===== config.mk =====
export PLATFORM = sky130hd
export DESIGN_NAME = machine_aux_io_control
export DESIGN_NICKNAME = d
export VERILOG_FILES = /design/src/common/aux_io_pkg.sv /design/src/hw/machine_aux_io_control.sv
export SDC_FILE = /design/constraint.sdc
export NUM_CORES = 1
export LEC_CHECK = 0
export BUFFER_PORTS_ARGS = -buffer_cell sky130_fd_sc_hd__buf_2
export CAP_MARGIN = 20
export CORE_ASPECT_RATIO = 0.8
export CORE_MARGIN = 2
export CORE_UTILIZATION = 64
export CTS_CLUSTER_SIZE = 20
export DETAILED_ROUTE_END_ITERATION = 7
export PLACE_DENSITY = 0.84
export SKIP_LAST_GASP = 1
export SYNTH_ARGS = -nofsm -noshare
export SYNTH_HDL_FRONTEND = slang
export SYNTH_SLANG_ARGS = --single-unit

===== constraint.sdc =====
create_clock -name clk_sys_i -period 16.8 [get_ports clk_sys_i]
set_clock_uncertainty 0.2 [all_clocks]
set_input_delay 3.36 -clock clk_sys_i [delete_from_list [all_inputs] [get_ports clk_sys_i]]
set_output_delay 3.36 -clock clk_sys_i [all_outputs]
set_load 0.01 [all_outputs]

===== src/common/aux_io_pkg.sv =====
package aux_io_pkg;

    // APB register byte addresses
    localparam logic [7:0] CTRL_OFFSET = 8'h00;
    localparam logic [7:0] LUBE_INTERVAL_OFFSET = 8'h04;
    localparam logic [7:0] LUBE_ON_OFFSET = 8'h08;
    localparam logic [7:0] LUBE_HOLD_OFFSET = 8'h0C;
    localparam logic [7:0] CMD_OFFSET = 8'h10;
    localparam logic [7:0] STATUS_OFFSET = 8'h14;

    // Control register fields
    localparam int CTRL_CS_MASK_BIT = 0;
    localparam int CTRL_FH_MASK_BIT = 1;
    localparam int CTRL_KEEP_BIT = 2;
    localparam logic [2:0] CTRL_RESET_VALUE = 3'h0;

    // Command register fields (write one to execute)
    localparam int CMD_COOLANT_OUT_START_BIT = 0;
    localparam int CMD_COOLANT_OUT_STOP_BIT = 1;
    localparam int CMD_PROG_END_BIT = 2;
    localparam int CMD_LUBE_START_BIT = 3;
    localparam int CMD_LUBE_STOP_BIT = 4;
    localparam int CMD_RESET_BIT = 5;

    // Status register fields
    localparam int ST_COOLANT_OUT_BIT = 0;
    localparam int ST_LUBE_BIT = 1;
    localparam int ST_SKIP_BIT = 2;
    localparam int ST_LOCK_BIT = 3;
    localparam int ST_CS_BIT = 4;
    localparam int ST_FH_BIT = 5;

    // Timer parameter values count in milliseconds
    localparam int CLK_PERIOD_PS = 4000;
    localparam int TICK_TIME_PS = 1000000000;
    localparam int TICK_CYCLES = TICK_TIME_PS / CLK_PERIOD_PS;
    localparam logic [31:0] LUBE_INTERVAL_RESET = 32'h0000_0000;
    localparam logic [31:0] LUBE_ON_RESET = 32'h0000_0000;
    localparam logic [31:0] LUBE_HOLD_RESET = 32'h0000_0000;
    localparam logic [31:0] LUBE_HOLD_THRESHOLD = 32'h0000_0001;

    // Operating modes
    typedef enum logic [2:0] {
        MODE_EDIT = 3'b000,
        MODE_AUTO = 3'b001,
        MODE_MDI = 3'b010,
        MODE_DNC = 3'b011,
        MODE_JOG = 3'b100,
        MODE_MPG = 3'b101,
        MODE_ZERO = 3'b110,
        MODE_STEP = 3'b111
    } op_mode_t;

    typedef enum logic [1:0] {
        LUBE_IDLE = 2'b00,
        LUBE_ON = 2'b01,
        LUBE_WAIT = 2'b10
    } lube_state_t;

endpackage


===== src/hw/machine_aux_io_control.sv =====
// How it works
// [RQ1] Cycle-start mask set: external cycle-start input ignored; clear: honoured.
// [RQ2] Feed-hold mask set: external feed-hold input ignored; clear: honoured.
// [RQ3] Machine side must wire a stop switch when external feed hold enabled.
// [RQ4] Coolant output off from power-on until coolant-start executes.
// [RQ5] Coolant-start command sets coolant output and keeps it latched.
// [RQ6] Coolant-stop command clears latched coolant output.
// [RQ7] Coolant-stop drives no output of its own; only clears coolant.
// [RQ8] Program-end command also switches coolant off.
// [RQ9] Reset clears spindle, coolant, lube unless reset-keeps-outputs is set; the code leaves lube running in automatic mode.
// [RQ10] Zero lube on-time selects manual lube; nonzero selects automatic.
// [RQ11] Manual, hold time zero: each lube key press toggles lube output.
// [RQ12] Manual toggle mode: lube-start turns on, lube-stop turns off.
// [RQ13] Manual timed mode: key or start turns lube on, ends after hold time; the code keeps lube off for a hold time of 1.
// [RQ14] Timed mode: lube-stop cancels lube output at once.
// [RQ15] Automatic: lube for on-time, pause interval, repeat from power-on.
// [RQ16] Automatic mode: lube commands and lube key have no effect.
// [RQ17] Block skip active: slash-marked blocks skipped without execution.
// [RQ18] Block skip acts only in auto, MDI and DNC modes.
// [RQ19] Machine lock honoured in every operating mode.
// [RQ20] Machine lock state cannot change while a program runs.
// [RQ21] Panel indicators follow the active state of their functions.
`timescale 1ns/1ps

module machine_aux_io_control
    import aux_io_pkg::*;
#(
    parameter int TICK_LEN = TICK_CYCLES
) (
    input wire logic clk_sys_i,
    input wire logic rst_i,
    input wire logic psel_i,
    input wire logic penable_i,
    input wire logic pwrite_i,
    input wire logic [7:0] paddr_i,
    input wire logic [31:0] pwdata_i,
    output logic [31:0] prdata_o,
    output logic pready_o,
    output logic pslverr_o,
    input wire logic ext_cycle_start_i,
    input wire logic ext_feed_hold_i,
    input wire logic cycle_start_key_i,
    input wire logic feed_hold_key_i,
    input wire logic lube_key_i,
    input wire logic block_skip_key_i,
    input wire logic machine_lock_key_i,
    input wire logic [2:0] op_mode_i,
    input wire logic prog_running_i,
    input wire logic spindle_run_i,
    output logic cycle_start_o,
    output logic feed_hold_o,
    output logic coolant_out_o,
    output logic lube_out_o,
    output logic spindle_enable_o,
    output logic skip_slash_blocks_o,
    output logic machine_lock_o,
    output logic cycle_start_led_o,
    output logic feed_hold_led_o,
    output logic coolant_led_o,
    output logic lube_led_o,
    output logic block_skip_led_o,
    output logic machine_lock_led_o
);

    function automatic logic rise(input logic now, input logic prev);
        return now & ~prev;
    endfunction

    // Two-stage synchronisers for all pin inputs
    localparam int NSYNC = 12;
    logic [NSYNC-1:0] pins_raw;
    logic [NSYNC-1:0] sync1_q;
    logic [NSYNC-1:0] sync2_q;
    logic [2:0] key_prev_q;
    assign pins_raw = {spindle_run_i, prog_running_i, op_mode_i, machine_lock_key_i,
                       block_skip_key_i, lube_key_i, feed_hold_key_i, cycle_start_key_i,
                       ext_feed_hold_i, ext_cycle_start_i};

    always_ff @(posedge clk_sys_i or posedge rst_i) begin
        if (rst_i) begin
            sync1_q <= '0;
            sync2_q <= '0;
        end else begin
            sync1_q <= pins_raw;
            sync2_q <= sync1_q;
        end
    end

    // Previous key levels; reset equals the idle level, so no false press after reset
    always_ff @(posedge clk_sys_i or posedge rst_i) begin
        if (rst_i) begin
            key_prev_q <= 3'h0;
        end else begin
            key_prev_q <= sync2_q[6:4];
        end
    end

    wire ext_cs_s = sync2_q[0];
    wire ext_fh_s = sync2_q[1];
    wire cs_key_s = sync2_q[2];
    wire fh_key_s = sync2_q[3];
    // Presses act on the rising edge only, so a held key toggles once
    wire lube_key_rise = rise(sync2_q[4], key_prev_q[0]);
    wire skip_key_rise = rise(sync2_q[5], key_prev_q[1]);
    wire lock_key_rise = rise(sync2_q[6], key_prev_q[2]);
    wire [2:0] mode_s = sync2_q[9:7];
    wire running_s = sync2_q[10];
    wire spindle_s = sync2_q[11];

    // APB slave, zero wait states
    logic [2:0] ctrl_q;
    logic [31:0] lube_interval_time_q;
    logic [31:0] lube_on_time_q;
    logic [31:0] lube_manual_hold_time_q;
    wire apb_access = psel_i & penable_i;
    wire apb_wr = apb_access & pwrite_i;
    wire hit_ctrl = paddr_i == CTRL_OFFSET;
    wire hit_int = paddr_i == LUBE_INTERVAL_OFFSET;
    wire hit_on = paddr_i == LUBE_ON_OFFSET;
    wire hit_hold = paddr_i == LUBE_HOLD_OFFSET;
    wire hit_cmd = paddr_i == CMD_OFFSET;
    wire hit_stat = paddr_i == STATUS_OFFSET;
    wire hit_any = hit_ctrl | hit_int | hit_on | hit_hold | hit_cmd | hit_stat;
    wire [31:0] cmd_w = (apb_wr & hit_cmd) ? pwdata_i : 32'h0000_0000;
    wire coolant_start_cmd = cmd_w[CMD_COOLANT_OUT_START_BIT];
    wire coolant_stop_cmd = cmd_w[CMD_COOLANT_OUT_STOP_BIT];
    wire program_end_cmd = cmd_w[CMD_PROG_END_BIT];
    wire lube_start_cmd = cmd_w[CMD_LUBE_START_BIT];
    wire lube_stop_cmd = cmd_w[CMD_LUBE_STOP_BIT];
    wire reset_key_cmd = cmd_w[CMD_RESET_BIT];
    wire ext_cycle_start_mask = ctrl_q[CTRL_CS_MASK_BIT];
    wire ext_feed_hold_mask = ctrl_q[CTRL_FH_MASK_BIT];
    wire reset_keeps_outputs = ctrl_q[CTRL_KEEP_BIT];
    wire reset_clears = reset_key_cmd & ~reset_keeps_outputs; // RQ9

    logic [5:0] status_w;
    wire [31:0] rd_mux =
        hit_ctrl ? {29'h0, ctrl_q} :
        hit_int ? lube_interval_time_q :
        hit_on ? lube_on_time_q :
        hit_hold ? lube_manual_hold_time_q :
        hit_stat ? {26'h0, status_w} : 32'h0000_0000;

    always_ff @(posedge clk_sys_i or posedge rst_i) begin
        if (rst_i) begin
            ctrl_q <= CTRL_RESET_VALUE;
        end else if (apb_wr && hit_ctrl) begin
            ctrl_q <= pwdata_i[2:0];
        end
    end

    always_ff @(posedge clk_sys_i or posedge rst_i) begin
        if (rst_i) begin
            lube_interval_time_q <= LUBE_INTERVAL_RESET;
        end else if (apb_wr && hit_int) begin
            lube_interval_time_q <= pwdata_i;
        end
    end

    always_ff @(posedge clk_sys_i or posedge rst_i) begin
        if (rst_i) begin
            lube_on_time_q <= LUBE_ON_RESET;
        end else if (apb_wr && hit_on) begin
            lube_on_time_q <= pwdata_i;
        end
    end

    always_ff @(posedge clk_sys_i or posedge rst_i) begin
        if (rst_i) begin
            lube_manual_hold_time_q <= LUBE_HOLD_RESET;
        end else if (apb_wr && hit_hold) begin
            lube_manual_hold_time_q <= pwdata_i;
        end
    end

    always_ff @(posedge clk_sys_i or posedge rst_i) begin
        if (rst_i) begin
            prdata_o <= 32'h0000_0000;
            pready_o <= 1'b0;
            pslverr_o <= 1'b0;
        end else begin
            pready_o <= psel_i & ~penable_i;
            pslverr_o <= psel_i & ~penable_i & ~hit_any;
            prdata_o <= (psel_i & ~penable_i & ~pwrite_i) ? rd_mux : 32'h0000_0000;
        end
    end
    // Write/read completes when pready high; pready follows setup by one cycle
    // so apb_wr is qualified by the access phase, one edge per transfer.

    // Cycle start and feed hold gating
    wire cs_d = cs_key_s | (ext_cs_s & ~ext_cycle_start_mask); // RQ1
    wire fh_d = fh_key_s | (ext_fh_s & ~ext_feed_hold_mask); // RQ2 RQ3

    // Coolant
    logic coolant_q;
    logic spindle_q;
    wire coolant_d = coolant_start_cmd ? 1'b1 : // RQ5
                     (coolant_stop_cmd | program_end_cmd | reset_clears) ? 1'b0 : // RQ6 RQ7 RQ8
                     coolant_q;

    always_ff @(posedge clk_sys_i or posedge rst_i) begin
        if (rst_i) begin
            coolant_q <= 1'b0; // RQ4
        end else begin
            coolant_q <= coolant_d;
        end
    end

    // Reset command with reset-keeps-outputs clear blanks the spindle for one cycle; the request then takes over again
    always_ff @(posedge clk_sys_i or posedge rst_i) begin
        if (rst_i) begin
            spindle_q <= 1'b0;
        end else begin
            spindle_q <= spindle_s & ~reset_clears; // RQ9
        end
    end

    // Lubrication, timers count millisecond ticks
    logic [$clog2(TICK_LEN+1)-1:0] tick_cnt_q;
    wire tick = tick_cnt_q == ($clog2(TICK_LEN+1))'(TICK_LEN - 1);
    always_ff @(posedge clk_sys_i or posedge rst_i) begin
        if (rst_i) begin
            tick_cnt_q <= '0;
        end else begin
            tick_cnt_q <= tick ? '0 : tick_cnt_q + 1'b1;
        end
    end

    lube_state_t lube_state_q;
    lube_state_t lube_state_d;
    logic [31:0] lube_cnt_q;
    logic [31:0] lube_cnt_d;
    wire auto_mode = lube_on_time_q != 32'h0000_0000; // RQ10
    wire timed_mode = lube_manual_hold_time_q > LUBE_HOLD_THRESHOLD; // RQ13
    wire toggle_mode = lube_manual_hold_time_q == 32'h0000_0000; // RQ11
    wire cnt_done = lube_cnt_q == 32'h0000_0000;

    always_comb begin
        lube_state_d = lube_state_q;
        lube_cnt_d = (tick && !cnt_done) ? lube_cnt_q - 32'h1 : lube_cnt_q;
        if (auto_mode) begin
            // Keys and lube commands ignored here
            unique case (lube_state_q) // RQ16
                LUBE_IDLE: begin
                    lube_state_d = LUBE_ON; // RQ15
                    lube_cnt_d = lube_on_time_q;
                end
                LUBE_ON: if (cnt_done) begin
                    lube_state_d = LUBE_WAIT; // RQ15
                    lube_cnt_d = lube_interval_time_q;
                end
                LUBE_WAIT: if (cnt_done) begin
                    lube_state_d = LUBE_ON; // RQ15
                    lube_cnt_d = lube_on_time_q;
                end
                default: lube_state_d = LUBE_IDLE;
            endcase
        end else if (toggle_mode) begin
            lube_cnt_d = 32'h0000_0000;
            if (lube_stop_cmd) lube_state_d = LUBE_IDLE; // RQ12
            else if (lube_start_cmd) lube_state_d = LUBE_ON; // RQ12
            else if (lube_key_rise) begin
                lube_state_d = (lube_state_q == LUBE_ON) ? LUBE_IDLE : LUBE_ON; // RQ11
            end
        end else if (timed_mode) begin
            if (lube_stop_cmd) begin
                lube_state_d = LUBE_IDLE; // RQ14
                lube_cnt_d = 32'h0000_0000;
            end else if (lube_start_cmd | lube_key_rise) begin
                lube_state_d = LUBE_ON; // RQ13
                lube_cnt_d = lube_manual_hold_time_q;
            end else if (lube_state_q != LUBE_IDLE && cnt_done) begin
                lube_state_d = LUBE_IDLE; // RQ13
            end
        end else begin
            lube_state_d = LUBE_IDLE;
            lube_cnt_d = 32'h0000_0000;
        end
        if (reset_clears && !auto_mode) begin
            lube_state_d = LUBE_IDLE; // RQ9
            lube_cnt_d = 32'h0000_0000;
        end
    end

    always_ff @(posedge clk_sys_i or posedge rst_i) begin
        if (rst_i) begin
            lube_state_q <= LUBE_IDLE;
            lube_cnt_q <= 32'h0000_0000;
        end else begin
            lube_state_q <= lube_state_d;
            lube_cnt_q <= lube_cnt_d;
        end
    end

    // Block skip and machine lock
    logic skip_q;
    logic lock_q;
    wire mode_prog = (mode_s == MODE_AUTO) | (mode_s == MODE_MDI) | (mode_s == MODE_DNC);
    always_ff @(posedge clk_sys_i or posedge rst_i) begin
        if (rst_i) begin
            skip_q <= 1'b0;
        end else if (skip_key_rise) begin
            skip_q <= ~skip_q;
        end
    end

    // Lock presses during a running program are dropped, not held for later
    always_ff @(posedge clk_sys_i or posedge rst_i) begin
        if (rst_i) begin
            lock_q <= 1'b0;
        end else if (lock_key_rise && !running_s) begin
            lock_q <= ~lock_q; // RQ20
        end
    end
    wire skip_active = skip_q & mode_prog; // RQ17 RQ18
    wire lube_on = lube_state_q == LUBE_ON;

    assign status_w = {fh_d, cs_d, lock_q, skip_active, lube_on, coolant_q};

    // Each function output and its indicator share one source, so they never differ
    always_ff @(posedge clk_sys_i or posedge rst_i) begin
        if (rst_i) begin
            cycle_start_o <= 1'b0;
            cycle_start_led_o <= 1'b0;
        end else begin
            cycle_start_o <= cs_d;
            cycle_start_led_o <= cs_d; // RQ21
        end
    end

    always_ff @(posedge clk_sys_i or posedge rst_i) begin
        if (rst_i) begin
            feed_hold_o <= 1'b0;
            feed_hold_led_o <= 1'b0;
        end else begin
            feed_hold_o <= fh_d;
            feed_hold_led_o <= fh_d; // RQ21
        end
    end

    always_ff @(posedge clk_sys_i or posedge rst_i) begin
        if (rst_i) begin
            coolant_out_o <= 1'b0;
            coolant_led_o <= 1'b0;
        end else begin
            coolant_out_o <= coolant_q;
            coolant_led_o <= coolant_q; // RQ21
        end
    end

    always_ff @(posedge clk_sys_i or posedge rst_i) begin
        if (rst_i) begin
            lube_out_o <= 1'b0;
            lube_led_o <= 1'b0;
        end else begin
            lube_out_o <= lube_on;
            lube_led_o <= lube_on; // RQ21
        end
    end

    always_ff @(posedge clk_sys_i or posedge rst_i) begin
        if (rst_i) begin
            spindle_enable_o <= 1'b0;
        end else begin
            spindle_enable_o <= spindle_q;
        end
    end

    always_ff @(posedge clk_sys_i or posedge rst_i) begin
        if (rst_i) begin
            skip_slash_blocks_o <= 1'b0;
            block_skip_led_o <= 1'b0;
        end else begin
            skip_slash_blocks_o <= skip_active; // RQ17
            block_skip_led_o <= skip_active; // RQ21
        end
    end

    always_ff @(posedge clk_sys_i or posedge rst_i) begin
        if (rst_i) begin
            machine_lock_o <= 1'b0;
            machine_lock_led_o <= 1'b0;
        end else begin
            machine_lock_o <= lock_q; // RQ19
            machine_lock_led_o <= lock_q; // RQ21
        end
    end

endmodule


* Yosys cells after proc, flatten, opt, wreduce, memory -nomap -nowiden
Index checks and enable logic that the tools add are counted.
** Storage, ports and cells
- Logic and storage cells :: 133
- Input bits :: 57
- Register bits after elaboration :: 223
** Cells by class
- Bitwise gates (word level) :: 38
- Equal/unequal tests :: 15
- $lt $le $gt $ge :: 1
- Multiplexer cells :: 34
- Reduce and logical (&&, ||, !) cells :: 19
- Add/sub/neg operators :: 2
** Operator list (number)
- 2-to-1 mux 32 bit :: 14
- case mux 32 bit (3 select lines) :: 1
- zero test 32 bit :: 2
- greater-than comparator 32 x 1 -> 1 bit, second input constant :: 1
- nonzero test 32 bit :: 1
- subtractor 32 x 1 -> 32 bit, second input constant :: 1
- 2-to-1 mux 2 bit :: 12
- adder 18 x 1 -> 18 bit, second input constant :: 1
- equality test 18 bit, second input constant :: 1
- 2-to-1 mux 18 bit :: 1
- equality test 8 x 4 -> 1 bit, second input constant :: 2
- equality test 8 x 5 -> 1 bit, second input constant :: 2
- bitwise AND 1 bit :: 14
- 2-to-1 mux 6 bit :: 2
- inverter 1 bit :: 12
- OR 1 bit :: 12
- equality test 8 x 3 -> 1 bit, second input constant :: 1
- logical AND 1 bit :: 8
- zero test 8 bit :: 1
- inequality test 7 x 3 -> 1 bit, second input constant :: 1
- equality test 3 x 2 -> 1 bit, second input constant :: 2
- inequality test 6 x 5 -> 1 bit, second input constant :: 1
- case mux 2 bit (3 select lines) :: 1
- inequality test 4 x 3 -> 1 bit, second input constant :: 1
- 9 further kinds :: 14

* Logic depth before layout (Yosys ltp)
- Word-level depth :: 11
- Gate-level depth with buffers :: 11
- Gate-level depth less buffers :: 9

* Least setup slack after synthesis
OpenSTA, ideal clock, no wires.
- Kind :: input-to-reg
- From :: input port paddr_i[1]
- To :: register lube_on_time_q[18]
- Data required time :: 16.475 ns
- Buffers on the path :: 2
- Stages :: 7
- Library setup time :: 0.125 ns
- Data arrival time :: 5.292 ns
- Path slack :: 11.183 ns
- Cells stage by stage :: nor3_1 -> nor3b_1 -> and3b_1 -> and2_1 -> clkbuf_1 -> clkbuf_1 -> mux2_2
** Between the ends
- Longest elaborated chain between the ends :: 2
** Ends and longest elaborated chain
- start, declared :: RTL line machine_aux_io_control.sv:35 : input wire logic [7:0] paddr_i,
- equality test 8 x 4 -> 1 bit :: RTL line machine_aux_io_control.sv:119 : wire hit_on = paddr_i == LUBE_ON_OFFSET;
- logical AND 1 bit :: RTL line machine_aux_io_control.sv:163 : end else if (apb_wr && hit_on) begin
- end signal, assigned :: RTL line machine_aux_io_control.sv:164 : lube_on_time_q <= pwdata_i;
- end, declared :: RTL line machine_aux_io_control.sv:113 : logic [31:0] lube_on_time_q;
Every way passes these cells.
A chain may end at the register's enable or synchronous reset.

* Worst setup path in the final report
- From :: input port paddr_i[1]
- To :: register lube_on_time_q[27]
Same word-level chain as after synthesis.

==> impl_metrics.env <==
export IMPL_status="finished clean"
export IMPL_clk_latency_ps=520
export IMPL_routed_wl_um=27620
export IMPL_clk_root_buffer_cell="clkbuf_16"
export IMPL_ant_nets=0
export IMPL_gp_congestion=0.9188
export IMPL_p_sw_share_pct=29.66
export IMPL_arrival_ps=5640
export IMPL_finalPower_mw=1.375
export IMPL_p_clk_share_pct=37.5
export IMPL_setup_violations_final=0
export IMPL_n_antenna_cell=0
export IMPL_synth_area_per_cell_um2=11.18
export IMPL_ios=104
export IMPL_ys_warn_count=0
export IMPL_synth_flop_cell="dfrtp_1"
export IMPL_core_region_area_mm2=0.01590
export IMPL_p_leak_nw=5.534
export IMPL_power_switching_mw=0.4079
export IMPL_endpoint_kind="flip-flop"
export IMPL_ys_seq_area_share_pct=53.23
export IMPL_grt_pass1_wl_um=44130
export IMPL_final_cell_mix="dfrtp_1, buf_2, mux2_2, nand2_1, a21oi_1"
export IMPL_die_w_um=147.1
export IMPL_finalCriticalPeriod_ps=5455
export IMPL_cts_setup_buffers=0
export IMPL_min_delay_start="sync1_q[1]"
export IMPL_irDropWorstVdd_mv=0.1177
export IMPL_cts_repair_resized=0
export IMPL_drc=0
export IMPL_slew_headroom_pct=33.49
export IMPL_cts_sinks=223
export IMPL_hold_violations=0
export IMPL_dieHeight_um=118.5
export IMPL_die_area_mm2=0.01743
export IMPL_grt_overflow=0
export IMPL_final_area_mm2=0.01195
export IMPL_grt_max_degree=145
export IMPL_synth_cells=938
export IMPL_maxCapViolCount=0
export IMPL_hpwl_um=17250
export IMPL_p_comb_share_pct=18.5
export IMPL_ys_seq_elements=223
export IMPL_avgRoutedWirePerCell_um=22.11
export IMPL_drive_above_1_share_pct=26.40
export IMPL_crit_type="primary input to flip-flop"
export IMPL_fin_setup_tns_ps=0
export IMPL_power_density_mw_per_mm2=115.1
export IMPL_synth_edff_count=0
export IMPL_dr_total_vias=8317
export IMPL_placed_cell_area_mm2=0.01113
export IMPL_worstMarginPinSlew_ps=997.6
export IMPL_intPower_mw=0.9674
export IMPL_grt_antenna_before_repair=0
export IMPL_drt_iter0_markers=1216
export IMPL_path_clk_slew_ps=60
export IMPL_rsz0062_at_grt="false"
export IMPL_cts_hold_buf=0
export IMPL_core_rowCount=41
export IMPL_synthArstFlopShare_pct=100.0
export IMPL_slew_viol_final=0
export IMPL_cp_required_ps=16990
export IMPL_cts_buffer_depth=3
export IMPL_fin_nets=1079
export IMPL_layout_commonest_cell="dfrtp_1"
export IMPL_whs_ps=144.5
export IMPL_worst_setup_path_start_kind="primary input"
export IMPL_hold_class="flip-flop to flip-flop"
export IMPL_syn_area_mm2=0.01048
export IMPL_cts_buffers=22
export IMPL_grtUsageTotal_pct=32.10
export IMPL_grt_pass1_vias=8256
export IMPL_utilization_pct=75.15
export IMPL_path_max_fanout=33
export IMPL_syn_nets=998
export IMPL_portBuffers=103
export IMPL_initial_core_util_pct=65.92
export IMPL_crit_start="paddr_i[1]"
export IMPL_p_seq_share_pct=44.0
export IMPL_post_route_period_util_pct=32.47
export IMPL_h_tree_depth=1
export IMPL_first_pass_iters=8
export IMPL_synth_distinct_cells=57
export IMPL_syn2layout_area_growth_pct=14.00
export IMPL_clock_fmax_mhz=183.3
export IMPL_viasPerCell=6.659
export IMPL_r2r_start="lube_cnt_q[14]"
export IMPL_cts_tree="built"
==> cells in the mapped netlist, types with 4 or more instances <==
cell type	instances	area share (%)
dfrtp_1	223	53
mux2_2	98	11
nand2_1	64	2.3
a21oi_1	61	2.9
nor2_1	55	2.0
clkbuf_1	45	1.6
a221oi_1	34	2.8
nor3_1	31	1.5
o21ai_0	29	1.4
xnor2_1	29	2.4
a22o_1	26	2.2
nand3b_1	26	1.9
nor4_1	25	1.5
nand3_1	22	1.1
a221o_1	17	1.6
xor2_1	17	1.4
and2_1	12	0.72
nand4_1	12	0.72
inv_1	8	0.29
and3_1	7	0.42
buf_2	7	0.33
buf_4	6	0.43
mux2i_1	6	0.57
nor2b_1	6	0.36
o21a_1	6	0.43
or3_1	6	0.36
a22oi_1	5	0.36
nand2b_1	5	0.30
a21o_1	4	0.29
buf_1	4	0.14
==> per-stage QoR <==
stage	setup WS [ps]	cells
after floorplan	7134	938
after global placement	10240	1208
after detailed placement	10120	1208
after CTS	10610	1247
after global routing	11190	1249
final	11340	1249
==> final cells by class <==
| cell class | instances | area (um^2) |
|---|---|---|
| inverter | 8 | 37.54 |
| sequential | 223 | 5580 |
| timing repair buffer | 120 | 668.1 |
| multi-input combinational | 644 | 4617 |
| tap | 215 | 269.0 |
| clock buffer | 34 | 675.6 |
| fill | 1050 | 3953 |
| clock inverter | 5 | 102.6 |
==> metal layers <==
metal  vias to the layer above  global-route usage (%)  routed length, um  part of all wire (%)
li1                       3629                       -                  -                     -
met1                      4069                   46.00              11290                    41
met4                         0                   11.60                987                   3.6
met2                       517                   47.43              12250                    44
met3                       102                   8.687               3084                    11
met5                         -                   1.471                  0                     0
==> power groups by stage <==
stage | sequential, mW | clock [mW] | combinational [mW]
after floorplan | 0.607 | 0 | 0.172
after global placement | 0.611 | 0 | 0.235
after detailed placement | 0.613 | 0 | 0.242
after CTS | 0.604 | 0.518 | 0.246
after global routing | 0.608 | 0.543 | 0.273
final | 0.605 | 0.515 | 0.254
==> worst max-delay path, cell delays in order <==
cell and delay, ps:
buf_2 100, nor3_1 290, nor3b_1 520, and3b_2 400, and2_1 150, buf_4 420
mux2_2 400
==> path summary, 6_finish.rpt <==
kind	cells past startpoint	endpoint	slack, ps
setup / recovery	7	lube_on_time_q[27]	11340
hold reg to reg	0	sync2_q[1]	140
hold / removal	0	sync2_q[1]	140
min in group asynchronous	2	lube_manual_hold_time_q[8]	2840
max in group asynchronous	3	lube_interval_time_q[30]	12000
setup reg to reg	9	lube_cnt_q[31]	13130
==> cells by family after synthesis <==
| logic type | synth area share [%] |
|---|---|
| AND/OR/NAND/NOR | 15.55 |
| flip-flops | 53.23 |
| AO/OA/AOI/OAI | 13.00 |
| multiplexers | 11.10 |
| buffers and inverters | 2.912 |
| XOR/XNOR | 3.843 |
| adder cells (fa/ha/maj) | 0.3581 |
==> registers in the layout, indices dropped and copies added (netlist names), 2 cells and up <==
| name | cells |
|---|---|
| lube_interval_time_q | 32 |
| prdata_o | 32 |
| lube_cnt_q | 32 |
| sync1_q | 12 |
| lube_manual_hold_time_q | 32 |
| lube_state_q | 2 |
| ctrl_q | 3 |
| tick_cnt_q | 18 |
| key_prev_q | 3 |
| lube_on_time_q | 32 |
| sync2_q | 12 |
No activity file was read; power rests on OpenSTA's default activity.
